`src/inc/osc_pkg.sv`:
```
package osc_pkg;
   // register byte offsets (apb)
   localparam logic [7:0] ADDR_CONTROL = 8'h00;
   localparam logic [7:0] ADDR_TUNE = 8'h04;
   localparam logic [7:0] ADDR_STATUS = 8'h08;
   localparam logic [7:0] ADDR_STARTUP = 8'h0c;
   // control register field positions
   localparam int CTL_SCS_LSB = 0;
   localparam int CTL_IRCF_LSB = 3;
   localparam int CTL_IRCF_W = 4;
   localparam logic [7:0] CTL_RESET = 8'h00;
   localparam logic [5:0] TUNE_RESET = 6'h00;
   // status bit positions
   localparam int ST_HF_READY = 0;
   localparam int ST_HF_LOCKED = 1;
   localparam int ST_HF_STABLE = 2;
   localparam int ST_MF_READY = 3;
   localparam int ST_LF_READY = 4;
   localparam int ST_OST_DONE = 5;
   localparam int ST_OST_RUN = 6;
   // configuration oscillator select codes
   localparam logic [2:0] FOSC_LP = 3'h0;
   localparam logic [2:0] FOSC_XT = 3'h1;
   localparam logic [2:0] FOSC_HS = 3'h2;
   localparam logic [2:0] FOSC_INTERNAL_OSC_CLOCK = 3'h4;
   // start-up count of external oscillations
   localparam int OST_COUNT = 1024;
   localparam int OST_W = 11;
   // settling times, in microseconds, after an oscillator is enabled
   localparam int HF_LOCK_US = 10;
   localparam int HF_STABLE_US = 40;
   localparam int OSC_RUN_US = 2;
   localparam int CLK_MHZ = 50;
   localparam int HF_LOCK_CYC = HF_LOCK_US * CLK_MHZ;
   localparam int HF_STABLE_CYC = HF_STABLE_US * CLK_MHZ;
   localparam int OSC_RUN_CYC = OSC_RUN_US * CLK_MHZ;
   // oscillator status carried as one group
   typedef struct packed {
      logic lf_ready_flag;
      logic mf_ready_flag;
      logic hf_stable_flag;
      logic hf_locked_flag;
      logic hf_ready_flag;
   } osc_flags_t;
   // apb request, decoded for every register
   typedef struct packed {
      logic [7:0] addr;
      logic write;
      logic [31:0] wdata;
   } osc_req_t;
endpackage

```
`src/hdl/osc_settle.sv`:
```
`timescale 1ns/1ns
// counts cycles after enable, raises done at threshold, clears on disable
module osc_settle #(
   parameter int CYCLES = 100,
   parameter int W = 12
) (
   input wire logic clk_sys,
   input wire logic rst_n,
   input wire logic enable,
   output logic done
);
   logic [W-1:0] count;
   wire at_end = (count == W'(CYCLES - 1));

   // saturating counter, restarted when disabled
   always_ff @(posedge clk_sys) begin
      if (!rst_n || !enable) begin
         count <= '0;
         done <= 1'b0;
      end else if (at_end) begin
         done <= 1'b1;
      end else begin
         count <= count + W'(1);
      end
   end
endmodule

```
`src/hdl/osc_ost.sv`:
```
`timescale 1ns/1ns
// start-up timer: counts rising edges of the synchronised external clock
module osc_ost #(
   parameter int COUNT = osc_pkg::OST_COUNT,
   parameter int W = osc_pkg::OST_W
) (
   input wire logic clk_sys,
   input wire logic rst_n,
   input wire logic start,
   input wire logic ext_osc_input,
   output logic running,
   output logic done
);
   logic sync1;
   logic sync2;
   logic sync3;
   logic [W-1:0] edges;
   wire rise = sync2 & ~sync3;
   wire last = (edges == W'(COUNT - 1));

   // two-stage synchroniser, third stage for edge detect
   always_ff @(posedge clk_sys) begin
      if (!rst_n) begin
         sync1 <= 1'b0;
         sync2 <= 1'b0;
         sync3 <= 1'b0;
      end else begin
         sync1 <= ext_osc_input;
         sync2 <= sync1;
         sync3 <= sync2;
      end
   end

   // edge counter, restarted by every start pulse
   always_ff @(posedge clk_sys) begin
      if (!rst_n) begin
         edges <= '0;
         running <= 1'b0;
         done <= 1'b0;
      end else if (start) begin
         edges <= '0;
         running <= 1'b1;
         done <= 1'b0;
      end else if (running && rise) begin
         if (last) begin
            running <= 1'b0; // RULE_01
            done <= 1'b1;
         end else begin
            edges <= edges + W'(1); // RULE_01
         end
      end
   end
endmodule

```
`src/hdl/osc_ctl.sv`:
```
// The APB interface to the registers and the placing of the registers were decided locally.
`timescale 1ns/1ns
// Function
// RULE_01: crystal modes count 1024 external oscillations before clock is stable.
// RULE_02: count starts after power-up delay expiry and on each sleep wake-up.
// RULE_03: execution stalls while counting unless fail-safe or two-speed enabled.
// RULE_04: high-frequency source is 16 MHz, output chosen by 4-bit select.
// RULE_05: high source enabled by high select with osc select 100 or source 1x.
// RULE_06: high ready flag set while high-frequency oscillator runs.
// RULE_07: high locked flag set once within 2 percent of final frequency.
// RULE_08: high stable flag set once within 0.5 percent of final frequency.
// RULE_09: medium source 500 kHz, nine postscaler outputs, same enable as high.
// RULE_10: medium ready flag set while medium-frequency oscillator runs.
// RULE_11: one tune value adjusts both high and medium sources together.
// RULE_12: tune is 6-bit two's complement, reset zero, 1Fh max, 20h min.
// RULE_13: tuning drifts while execution continues; no completion flag.
// RULE_14: tune never alters the low-frequency oscillator or its timers.
// RULE_15: low source 31 kHz, system clock when select 000 and source 1x.
// RULE_16: low source is timebase for power-up, watchdog and fail-safe.
// RULE_17: low ready flag set while low-frequency oscillator runs.
// RULE_18: status flags read-only and clear when their oscillator is disabled.
module osc_ctl #(
   parameter int HF_LOCK_CYC = osc_pkg::HF_LOCK_CYC,
   parameter int HF_STABLE_CYC = osc_pkg::HF_STABLE_CYC,
   parameter int OSC_RUN_CYC = osc_pkg::OSC_RUN_CYC
) (
   input wire logic clk_sys,
   input wire logic rst_n,
   // apb slave
   input wire logic psel,
   input wire logic penable,
   input wire logic pwrite,
   input wire logic [7:0] paddr,
   input wire logic [31:0] pwdata,
   output logic [31:0] prdata,
   output logic pready,
   output logic pslverr,
   // configuration and system events
   input wire logic [2:0] config_osc_select,
   input wire logic failsafe_en,
   input wire logic two_speed_en,
   input wire logic powerup_delay_done,
   input wire logic sleep_wakeup,
   input wire logic ext_osc_input,
   input wire logic lf_needed,
   // oscillator controls
   output logic hf_osc_enable,
   output logic mf_osc_enable,
   output logic lf_osc_enable,
   output logic [5:0] osc_trim,
   output logic [5:0] lf_trim,
   output logic [3:0] postscaler_sel,
   output logic use_internal_clock,
   output logic use_lf_clock,
   output logic lf_timebase_enable,
   output logic cpu_stall,
   output logic ext_clock_stable,
   output osc_pkg::osc_flags_t osc_status
);
   typedef enum logic [2:0] {
      OSC_ST_WAIT = 3'b001,
      OSC_ST_COUNT = 3'b010,
      OSC_ST_DONE = 3'b100
   } osc_state_t;

   osc_state_t state;
   osc_state_t next_state;
   logic [7:0] osc_control_reg;
   logic [5:0] freq_tune_value;
   logic pwr_seen;
   logic ost_start;
   logic ost_running;
   logic ost_done;
   logic hf_run;
   logic hf_locked;
   logic hf_stable;
   logic mf_run;
   logic lf_run;
   osc_pkg::osc_req_t req;

   // control register fields
   wire [1:0] sys_clock_source_sel = osc_control_reg[osc_pkg::CTL_SCS_LSB +: 2];
   wire [3:0] internal_freq_select =
      osc_control_reg[osc_pkg::CTL_IRCF_LSB +: osc_pkg::CTL_IRCF_W];
   wire scs_internal = sys_clock_source_sel[1];
   wire fosc_internal = (config_osc_select == osc_pkg::FOSC_INTERNAL_OSC_CLOCK);
   wire crystal_mode_on = (config_osc_select == osc_pkg::FOSC_LP) ||
      (config_osc_select == osc_pkg::FOSC_XT) ||
      (config_osc_select == osc_pkg::FOSC_HS);
   wire bypass_stall = failsafe_en || two_speed_en;
   // bypassed start-up count keeps code running on the internal clock
   wire run_on_internal_osc_clock = (state == OSC_ST_COUNT) && bypass_stall; // RULE_03
   wire internal_osc_clock_selected = scs_internal || fosc_internal || run_on_internal_osc_clock;
   wire sel_lf = (internal_freq_select[3:1] == 3'h0);
   wire sel_hf = internal_freq_select[3];
   wire sel_mf = !sel_lf && !sel_hf;

   // oscillator enables
   assign hf_osc_enable = internal_osc_clock_selected && sel_hf; // RULE_04 RULE_05
   assign mf_osc_enable = internal_osc_clock_selected && (sel_mf || sel_hf); // RULE_09
   assign lf_osc_enable = (internal_osc_clock_selected && sel_lf) || lf_needed
      || failsafe_en; // RULE_15 RULE_16
   assign lf_timebase_enable = lf_run; // RULE_16
   assign postscaler_sel = internal_freq_select; // RULE_04 RULE_09
   assign use_internal_clock = internal_osc_clock_selected; // RULE_03
   assign use_lf_clock = (scs_internal || run_on_internal_osc_clock) && sel_lf; // RULE_15

   // shared trim to 500 kHz core; low oscillator trim stays fixed
   assign osc_trim = freq_tune_value; // RULE_11 RULE_13
   assign lf_trim = osc_pkg::TUNE_RESET; // RULE_14

   // execution stall and external clock stable
   assign cpu_stall = (state == OSC_ST_COUNT) && !bypass_stall; // RULE_03
   assign ext_clock_stable = ost_done; // RULE_01

   // status, each flag gated by its oscillator enable
   assign osc_status.hf_ready_flag = hf_run && hf_osc_enable; // RULE_06 RULE_18
   assign osc_status.hf_locked_flag = hf_locked && hf_osc_enable; // RULE_07 RULE_18
   assign osc_status.hf_stable_flag = hf_stable && hf_osc_enable; // RULE_08 RULE_18
   assign osc_status.mf_ready_flag = mf_run && mf_osc_enable; // RULE_10 RULE_18
   assign osc_status.lf_ready_flag = lf_run && lf_osc_enable; // RULE_17 RULE_18

   // settling timers for each internal oscillator
   osc_settle #(.CYCLES(OSC_RUN_CYC), .W(16)) u_hf_run (
      .clk_sys(clk_sys),
      .rst_n(rst_n),
      .enable(hf_osc_enable),
      .done(hf_run)
   );
   osc_settle #(.CYCLES(HF_LOCK_CYC), .W(16)) u_hf_lock (
      .clk_sys(clk_sys),
      .rst_n(rst_n),
      .enable(hf_osc_enable),
      .done(hf_locked)
   );
   osc_settle #(.CYCLES(HF_STABLE_CYC), .W(16)) u_hf_stab (
      .clk_sys(clk_sys),
      .rst_n(rst_n),
      .enable(hf_osc_enable),
      .done(hf_stable)
   );
   osc_settle #(.CYCLES(OSC_RUN_CYC), .W(16)) u_mf_run (
      .clk_sys(clk_sys),
      .rst_n(rst_n),
      .enable(mf_osc_enable),
      .done(mf_run)
   );
   osc_settle #(.CYCLES(OSC_RUN_CYC), .W(16)) u_lf_run (
      .clk_sys(clk_sys),
      .rst_n(rst_n),
      .enable(lf_osc_enable),
      .done(lf_run)
   );

   // start-up timer on the external oscillator
   osc_ost u_ost (
      .clk_sys(clk_sys),
      .rst_n(rst_n),
      .start(ost_start),
      .ext_osc_input(ext_osc_input),
      .running(ost_running),
      .done(ost_done)
   );

   // start pulse in crystal modes only: power-up delay expiry once, or every wake-up
   wire pwr_event = powerup_delay_done && !pwr_seen;
   assign ost_start = crystal_mode_on && (pwr_event || sleep_wakeup); // RULE_02

   always_ff @(posedge clk_sys) begin
      if (!rst_n) begin
         pwr_seen <= 1'b0;
      end else if (powerup_delay_done) begin
         pwr_seen <= 1'b1;
      end
   end

   // start-up sequencer
   always_comb begin
      next_state = state;
      case (state)
         OSC_ST_WAIT: begin
            if (ost_start) begin
               next_state = OSC_ST_COUNT;
            end
         end
         OSC_ST_COUNT: begin
            if (!ost_running && !ost_start) begin
               next_state = OSC_ST_DONE;
            end
         end
         OSC_ST_DONE: begin
            if (ost_start) begin
               next_state = OSC_ST_COUNT; // RULE_02
            end
         end
         default: next_state = OSC_ST_WAIT;
      endcase
   end

   always_ff @(posedge clk_sys) begin
      if (!rst_n) begin
         state <= OSC_ST_WAIT;
      end else begin
         state <= next_state;
      end
   end

   // apb decode
   assign req.addr = paddr;
   assign req.write = pwrite;
   assign req.wdata = pwdata;
   wire access = psel && penable;
   wire hit_ctl = (req.addr == osc_pkg::ADDR_CONTROL);
   wire hit_tune = (req.addr == osc_pkg::ADDR_TUNE);
   wire hit_stat = (req.addr == osc_pkg::ADDR_STATUS);
   wire hit_st = (req.addr == osc_pkg::ADDR_STARTUP);
   wire mapped = hit_ctl || hit_tune || hit_stat || hit_st;
   wire wr_ok = access && req.write;
   assign pready = 1'b1;
   wire bad_addr = access && !mapped;
   wire ro_write = access && req.write && (hit_stat || hit_st); // RULE_18
   assign pslverr = bad_addr || ro_write;

   // writable registers; status is read-only
   always_ff @(posedge clk_sys) begin
      if (!rst_n) begin
         osc_control_reg <= osc_pkg::CTL_RESET;
         freq_tune_value <= osc_pkg::TUNE_RESET; // RULE_12
      end else if (wr_ok && hit_ctl) begin
         osc_control_reg <= req.wdata[7:0];
      end else if (wr_ok && hit_tune) begin
         freq_tune_value <= req.wdata[5:0]; // RULE_11 RULE_12
      end
   end

   // read data, registered on the setup cycle
   wire [31:0] stat_word = {25'h0, ost_running, ost_done,
      osc_status.lf_ready_flag, osc_status.mf_ready_flag,
      osc_status.hf_stable_flag, osc_status.hf_locked_flag,
      osc_status.hf_ready_flag}; // RULE_18
   wire [31:0] next_rdata = hit_ctl ? {24'h0, osc_control_reg} :
      hit_tune ? {26'h0, freq_tune_value} :
      hit_stat ? stat_word :
      hit_st ? {29'h0, state} : 32'h0;

   always_ff @(posedge clk_sys) begin
      if (!rst_n) begin
         prdata <= 32'h0;
      end else if (psel && !penable && !pwrite) begin
         prdata <= next_rdata;
      end
   end
endmodule

```
`config.mk`:
```
export PLATFORM = sky130hd
export DESIGN_NAME = osc_ctl
export DESIGN_NICKNAME = d
export VERILOG_FILES = /design/src/inc/osc_pkg.sv /design/src/hdl/osc_settle.sv /design/src/hdl/osc_ost.sv /design/src/hdl/osc_ctl.sv
export SDC_FILE = /design/constraint.sdc
export NUM_CORES = 1
export LEC_CHECK = 0
export BUFFER_PORTS_ARGS = -buffer_cell sky130_fd_sc_hd__clkbuf_2
export CELL_PAD_IN_SITES_DETAIL_PLACEMENT = 0
export CELL_PAD_IN_SITES_GLOBAL_PLACEMENT = 1
export CORE_ASPECT_RATIO = 0.9
export CORE_MARGIN = 4
export CORE_UTILIZATION = 46
export CTS_CLUSTER_SIZE = 14
export DETAILED_ROUTE_END_ITERATION = 12
export PLACE_DENSITY_LB_ADDON = 0.1
export REMOVE_ABC_BUFFERS = 1
export SYNTH_ARGS = -nofsm -noshare
export SYNTH_HDL_FRONTEND = slang
export SYNTH_HIERARCHICAL = 1
export SYNTH_SLANG_ARGS = --single-unit
```
`constraint.sdc`:
```
create_clock -name clk_sys -period 6.65 [get_ports clk_sys]
set_input_delay 0.665 -clock clk_sys [delete_from_list [all_inputs] [get_ports clk_sys]]
set_output_delay 0.665 -clock clk_sys [all_outputs]
set_load 0.02 [all_outputs]
```
# == Word-level counts from Yosys, hierarchy flattened ==
# Index checks and enable logic that the tools add are counted.
# word_totals
reg_bits,151
input_bits,54
# op_classes
n_mux,10
n_eq_ne,17
n_addsub,6
bitwise_logic,5
reduce_logical,67
# ops
operator,count
$add 16x1->16 const B,5
$eq 16x7->1 const B,3
$logic_and 1x1->1,24
$logic_or 1x1->1,18
$eq 16x11->1 const B,1
$eq 16x9->1 const B,1
$eq 8x4->1 const B,2
$mux 7,2
$logic_not 1->1,13
$add 11x1->11 const B,1
$eq 11x10->1 const B,1
$reduce_and 2->1,5
$mux 3,3
$eq 8x3->1 const B,1
$logic_not 8->1,1
$mux 8,1
$eq 3x1->1 const B,2
$eq 3x2->1 const B,2
$eq 3x3->1 const B,2
$logic_not 3->1,2
$pmux 3 s2,1
$ne 2x1->1 const B,2
$not 1->1,4
$reduce_bool 2->1,2
other kinds (3),6

# == Logic depth before layout (Yosys ltp) ==
# Gate-level depths: netlist of the first run.
# depth
word_depth,10
mapped_depth,8

# == Modules after synthesis ==
# Netlist of the first run, hierarchy kept.
# modules_own_cells
module,seq_area_each_um2,cells_per_inst,area_each_um2,n_inst
osc_settle (u_hf_run ...),340.3,90,818.3,3
osc_ctl,520.5,207,1755.4,1
osc_settle (u_hf_stab),340.3,94,842.1,1
osc_settle (u_hf_lock),340.3,92,822.0,1
osc_ost,320.3,80,695.7,1

# == Least setup slack after synthesis of the first run ==
# No wires, ideal clock.
# synth_timing
kind,input-to-reg
from,input config_osc_select[1]
to,register u_hf_stab.count[0]
setup_slack_ps,3677
setup_ps,72
t_arrival_ps,2902
path_stages,8
path_buffers,2
cell_sequence,or3b_2 > o311ai_0 > clkbuf_1 > and2_1 > and2_0 > clkbuf_1 > nand2_1 > mux2i_1
# synth_between
elab_chain_cells,6
# synth_rtl
element,line,source
from (decl),osc_ctl.sv:39,"input wire logic [2:0] config_osc_select,"
$eq 3x3->1,osc_ctl.sv:86,wire fosc_internal = (config_osc_select == osc_pkg::FOSC_INTERNAL_OSC_CLOCK);
$logic_or 1x1->1 (2 in a row),osc_ctl.sv:93,wire internal_osc_clock_selected = scs_internal || fosc_internal || run_on_internal_osc_clock;
named net use_internal_clock,osc_ctl.sv:53,"output logic use_internal_clock,"
$logic_and 1x1->1,osc_ctl.sv:99,assign hf_osc_enable = internal_osc_clock_selected && sel_hf;
named net hf_osc_enable,osc_ctl.sv:47,"output logic hf_osc_enable,"
$logic_not 1->1,osc_settle.sv:17,if (!rst_n || !enable) begin
$logic_or 1x1->1,osc_settle.sv:17,
to (signal assigned),osc_settle.sv:23,count <= count + W'(1);
to (decl),osc_settle.sv:12,logic [W-1:0] count;
# The timed path passes the listed nets, and every way through them passes these cells.
# A chain may end at the register's enable or synchronous reset.

# == Worst setup path after layout of the first run ==
# layout_timing
from,input paddr[7]
to,output pslverr
# layout_between
elab_chain_cells,7
word_cells_on_any_way,12
cone_classes,3 x eq/ne; 9 x reduce/logical
# layout_rtl
element,line,source
from (decl),osc_ctl.sv:33,"input wire logic [7:0] paddr,"
$eq 8x3->1 / $logic_not 8->1 (equally long branches),"osc_ctl.sv:214, osc_ctl.sv:213",
$logic_or 1x1->1 (3 in a row),osc_ctl.sv:217,wire mapped = hit_ctl || hit_tune || hit_stat || hit_st;
$logic_not 1->1,osc_ctl.sv:220,wire bad_addr = access && !mapped;
$logic_and 1x1->1,osc_ctl.sv:220,
$logic_or 1x1->1 *,osc_ctl.sv:222,assign pslverr = bad_addr || ro_write;
to (decl),osc_ctl.sv:37,"output logic pslverr,"
# Every way passes the cells marked *; elsewhere a longest branch is shown, timed or not.

==> impl_metrics.ini, run 1 <==
[hold_path]
min_from = u_ost/edges[10]
holdPathStages = 2
min_path_type = flop to flop
hold_end = u_ost/edges[10]

[critical_path]
reg2reg_depth = 6
cpPeakStageDelay_ps = 610
path_class = primary input to output pin
reg2reg_slack_ps = 4010
critPathRequiredTime_ps = 5980
critPathLaunchType = primary input
cp_slowest_cell = or4_4
path_buf_inv = 2
endpoint_kind = output pin
r2r-start = state[2]
crit_path_frequent_cell = clkbuf_2
r2r_end = u_hf_stab/count[12]
cp_top_family = simple AND/OR/NAND/NOR gates
critical_path.cell_chain = clkbuf_2 -> or4_4 -> nor3_2 -> a21oi_1 -> clkbuf_2
crit_arrival_ps = 2120
critPathMaxFanout = 6

[placed_design]
hpwl_um = 10500
dpl_cell_area_sq_um = 6860
place_congestion = 0.852
port_buffers = 61

[clock_network]
clk_path_buf_depth = 2
clock_latency_ps = 410
cts_max_level = 4
cts_setup_buffers = 0
cts_inserted_buffers = 17
cts_sinks = 127
cts_root_buf = clkbuf_16
cts.clk_slew.worst_paths_ps = 50
cts_tree = built
cts_resized = 0
ctsHoldBuffers = 0

[floorplanning]
row_count = 41
coreArea_sq_um = 14000
initial_core_util = 0.469
io_pins = 117
fp.dieW_um = 134
die_y_um = 121
die-area_sq_um = 16300

[final_layout]
antennaDiodeCount = 0
final_common_cell = dfxtp_1
multi_input_area_sq_um = 3670
stdcell_area_sq_um = 7420
syn_to_final_growth_pct = 12.9
seq_area_sq_um = 2540
final_cell_mix = dfxtp_1, clkbuf_2, nor2_1
final_nets = 856
drive_gt1_frac = 0.157
fillers = 1339

[logic_synthesis]
synthCells = 743
synth_area_per_cell_sq_um = 8.84
ys_ff_latch = 127
synth_edf_count = 0
netlist_area_sq_um = 6570
yosys_most_used_dff = dfxtp_1
async_reset_ff_frac = 0
synthesis.yosys.warnings = 6
synthDistinctLibCells = 62
yosysSeqAreaShare = 0.387

[detailed_routing]
drc_errors = 0
ant_nets = 0
via_per_inst = 5.37
drtIter0Drc = 294
drt_pass1_iterations = 4
via_count = 5383
avgRoutedWirePerCell_um = 14.6
drt-total-wl_um = 14700

[timing]
setup_viol = 0
rsz0062_at_grt = no
layout_min_cycle_time_ps = 2790
final.setup_skew_ps = 7.82
fin_crit_sh = 0.419
tightestPinTransition_ps = 903
max-slew-margin-rel = 0.392
fmax_ghz = 0.359
hold_viol_final = 0
tns_ps = 0
maxSlewViolCount = 0

[global_routing]
grt_usage = 0.186
grt_pass1_vias = 4965
grt.overflow.total = 0
grt_pass1_wl_um = 24400
grt_antenna_before_repair = 0
grt_max_degree = 57

[status]
outcome = completed

[power]
power.density_nw_per_um2 = 232
finalPower_mw = 1.72
p_leak_nw = 2.58
ir_drop_mv = 0.186

[run]
drv_cap = 0
final cells by class:
class | count | share of cell area
multi-input combinational | 563 | 0.494
timing repair buffer | 63 | 0.0432
clock inverter | 7 | 0.0115
sequential | 127 | 0.343
clock buffer | 25 | 0.0641
inverter | 24 | 0.0121
tap | 193 | 0.0325
metrics by stage:
stage          utilization  setup WS, ps  hold WS [ps]  cells
2_1_floorplan            -          2940           407    714
3_3_place_gp         0.490          3620           417    970
3_5_place_dp         0.490          3580           421    970
4_1_cts              0.530          3840           428   1002
5_1_grt              0.530          3720           452   1002
6_report             0.530          3860           425   1002
tightest hold or removal path: stages, from the launching register on:
cell,delay (ps)
dfxtp_1,300
nand2_1,50
a31oi_1,30
worst max path at each step:
stage,start,end,slack [ps],depth (start not counted)
after global placement,config_osc_select[0],u_hf_stab/count[12],3620,7
after global routing,state[2],hf_osc_enable,3720,4
after detailed placement,config_osc_select[0],u_hf_stab/count[12],3580,7
after floorplan,two_speed_en,u_hf_stab/count[12],2940,6
final,paddr[7],pslverr,3860,5
after CTS,config_osc_select[0],hf_osc_enable,3840,5
cell usage after synthesis (all sizes together) (2+ instances only):
master,n,area share
xor2,9,0.012
o41ai,2,0.0027
o22ai,2,0.0019
nand4,24,0.025
or3,19,0.018
xnor2,22,0.029
or2b,3,0.0034
o311ai,4,0.0053
or2,3,0.0029
mux2,3,0.0051
a21boi,3,0.0034
and2,7,0.0067
buf,41,0.048
clkbuf,17,0.0097
a31oi,9,0.0086
o21ai,23,0.018
mux2i,36,0.055
and3,12,0.011
nand3b,7,0.0080
nor4,28,0.043
o31ai,11,0.013
o211ai,2,0.0023
conb,2,0.0011
or4,14,0.018
nor2,56,0.032
or3b,2,0.0027
o21a,5,0.0057
a32oi,3,0.0040
nor2b,19,0.018
inv,24,0.014
nand3,49,0.047
nand2,50,0.029
a31o,3,0.0040
nor4bb,4,0.0061
nor4b,3,0.0040
nor3,25,0.027
dfxtp,127,0.39
nand2b,14,0.013
a21oi,40,0.030
ha,6,0.011
cells by family after synthesis:
group           after synthesis  synth area share
simple gates                343             0.321
flops                       127             0.387
compound gates              113             0.106
buf+inv                      82            0.0716
mux                          39            0.0600
xor+xnor                     31            0.0413
fa+ha+maj                     6            0.0114
other cells                   2           0.00114
power breakdown:
group	switching, mW	internal, mW
Combinational	0.0489	0.0204
Sequential	0.00528	0.766
Clock	0.315	0.568
metal layers:
metal | wire length, um | vias to the layer above | part of all wire | GRT usage
met4 | 288 | 0 | 0.020 | 0.0720
met1 | 7020 | 2520 | 0.48 | 0.245
met3 | 673 | 19 | 0.046 | 0.0452
li1 | - | 2745 | - | -
met2 | 6700 | 99 | 0.46 | 0.295
met5 | 0 | - | 0 | 0
No activity file was read; power rests on OpenSTA's default activity.
==> inputs of run 2 (changes only) <==
Settings changed: ABC_AREA set to 1, CORE_UTILIZATION 46 to 37.
Clock period 6.65 ns to 2.5 ns, I/O delays scaled along.
==> run 2 against run 1 <==
Compared with the run above:
- setup slack got worse by 3500 ps
- register-to-register slack got worse by 3400 ps
- flip-flop and latch count did not move
- die area rose by 34%
- worst hold slack got worse by 360 ps
- highest routed layer unchanged
- global-route usage fell by 2.1 points
- first-iteration DRC count fell by 12%
- cell count rose by 40%
- wire length rose by 20%
- combinational power rose to 3.9 times the previous value
- count of clock-buffer cells in the layout fell by 2
- sequential power rose to 2.7 times the previous value
==> impl_metrics.ini, run 2 <==
[status]
outcome = completed

[detailed_routing]
drt_pass1_iterations = 4
drc_errors = 0
via_count = 6278
avgRoutedWirePerCell_um = 12.5
drtIter0Drc = 258
via_per_inst = 4.48
drt-total-wl_um = 17600
ant_nets = 0

[critical_path]
cp_top_family = simple AND/OR/NAND/NOR gates
r2r_end = u_lf_run/count[3]
critPathRequiredTime_ps = 2250
critPathLaunchType = flop
reg2reg_depth = 9
r2r-start = state[0]
endpoint_kind = output pin
cpPeakStageDelay_ps = 340
critical_path.cell_chain = nor2_2 -> nand3_2 -> nand2_2 -> inv_2 -> nor2_1 -> buf_4 -> inv_1 -> nor2_1 -> clkbuf_2
critPathMaxFanout = 7
crit_arrival_ps = 1870
cp_slowest_cell = dfxtp_1
path_class = flop to output pin
path_buf_inv = 4
reg2reg_slack_ps = 580
crit_path_frequent_cell = nor2_1

[placed_design]
dpl_cell_area_sq_um = 7650
port_buffers = 61
place_congestion = 0.792
dp.cells = 1367
hpwl_um = 13400

[logic_synthesis]
yosys_most_used_dff = dfxtp_1
synth_edf_count = 0
yosysMostFrequentCell = nand2_1
synthCells = 1062
netlist_area_sq_um = 7190
synthTopCellsByCount = nand2_1, nor2_1, dfxtp_1, inv_1, a21oi_1
synthesis.yosys.warnings = 6
yosys-top-cells-area = dfxtp_1, nand2_1, nor2_1
synth_area_per_cell_sq_um = 6.77
ys_ff_latch = 127
synth_top_area_cell = dfxtp_1
async_reset_ff_frac = 0
synthDistinctLibCells = 41
yosys.area.top_type_share = 0.354
yosysSeqAreaShare = 0.354

[global_routing]
grt_usage = 0.165
grt.overflow.total = 0
grt_pass1_vias = 5683
grt_pass1_wl_um = 29100
grt_max_degree = 24
grt_antenna_before_repair = 0

[floorplanning]
row_count = 48
die-area_sq_um = 21700
fp.dieW_um = 155
io_pins = 117
coreArea_sq_um = 19200
die_y_um = 140
initial_core_util = 0.375

[clock_network]
cts_inserted_buffers = 17
ctsHoldBuffers = 1
cts.clk_slew.worst_paths_ps = 60
cts_setup_buffers = 0
clock_latency_ps = 420
cts_resized = 0
cts_max_level = 4
cts_sinks = 127
cts_tree = built
cts_root_buf = clkbuf_16
clk_path_buf_depth = 2

[timing]
fin_hold_ws_ps = 66.3
setup_viol = 0
hold_viol_final = 0
fmax_ghz = 0.472
rsz0062_at_grt = no
tns_ps = 0
maxSlewViolCount = 0
final.setup_skew_ps = 10.6
fin_crit_sh = 0.847
layout_min_cycle_time_ps = 2120
max-slew-margin-rel = 0.655
tightestPinTransition_ps = 514

[final_layout]
layout.cells.non_filler = 1400
seq_area_sq_um = 2540
final_common_cell = nand2_1
drive_gt1_frac = 0.185
antennaDiodeCount = 0
stdcell_area_sq_um = 8290
multi_input_area_sq_um = 3920
syn_to_final_growth_pct = 15.3
fillers = 2018
final_nets = 1197
final_cell_mix = nand2_1, nor2_1, dfxtp_1

[hold_path]
min_from = powerup_delay_done
holdPathStages = 3
min_path_type = primary input to flop
hold_end = pwr_seen

[run]
drv_cap = 0

[power]
power.density_nw_per_um2 = 600
ir_drop_mv = 0.316
p_leak_nw = 3.36
-- run 2: how the worst max path moves through the flow --
stage | from | end | slack, ps | cells after the start
final | state[0] | osc_status[1] | 380 | 9
after global routing | state[0] | osc_status[1] | 230 | 9
after CTS | state[0] | osc_status[1] | 360 | 9
after detailed placement | state[0] | u_lf_run/count[7] | 570 | 9
after global placement | config_osc_select[0] | u_lf_run/count[5] | 570 | 10
after floorplan | state[0] | u_hf_stab/count[11] | 410 | 11
-- run 2: stage by stage --
stage	setup slack [ps]	total power, mW	util
2_1_floorplan	409	2.31	-
3_3_place_gp	569	2.40	0.399
3_5_place_dp	568	2.40	0.399
4_1_cts	357	5.05	0.433
5_1_grt	230	5.19	0.433
6_report	382	4.97	0.433
-- run 2: cell families after synthesis --
| kind of cell | Yosys count | share of synthesized area |
|---|---|---|
| DFF | 127 | 0.354 |
| other | 2 | 0.00104 |
| AOI/OAI and AO/OA | 132 | 0.0995 |
| and+or+nand+nor | 596 | 0.397 |
| adders and majority gates | 6 | 0.0104 |
| xor gates and xnor gates | 18 | 0.0219 |
| buffers and inverters | 181 | 0.117 |
-- run 2: power by group --
part / total [mW] / internal, mW / switching (mW) / leakage [nW]
sequential: 2.08 / 2.05 / 0.0280 / 1.03
combinational: 0.273 / 0.0830 / 0.190 / 2.03
clock: 2.62 / 1.70 / 0.918 / 0.309
-- run 2: worst register-to-register path, delay by kind of cell, from the launching register on --
| kind | cells | cell delay (ps) |
|---|---|---|
| buffers and inverters | 2 | 380 |
| AND/OR/NAND/NOR | 4 | 710 |
| AO/OA/AOI/OAI | 3 | 440 |
| flip-flops | 1 | 340 |
-- run 2: layout make-up --
class	count	area share
inverter	140	0.0638
sequential	127	0.307
clock buffer	23	0.0601
timing repair buffer	68	0.0435
multi-input combinational	783	0.473
clock inverter	9	0.0157
tap	250	0.0377
-- run 2: routing by layer --
| metal | GRT usage | vias up | part of all wire |
|---|---|---|---|
| met1 | 0.254 | 2713 | 0.55 |
| met5 | 0 | - | 0 |
| met3 | 0.0386 | 9 | 0.038 |
| met4 | 0.0441 | 0 | 0.012 |
| li1 | - | 3454 | - |
| met2 | 0.229 | 102 | 0.40 |
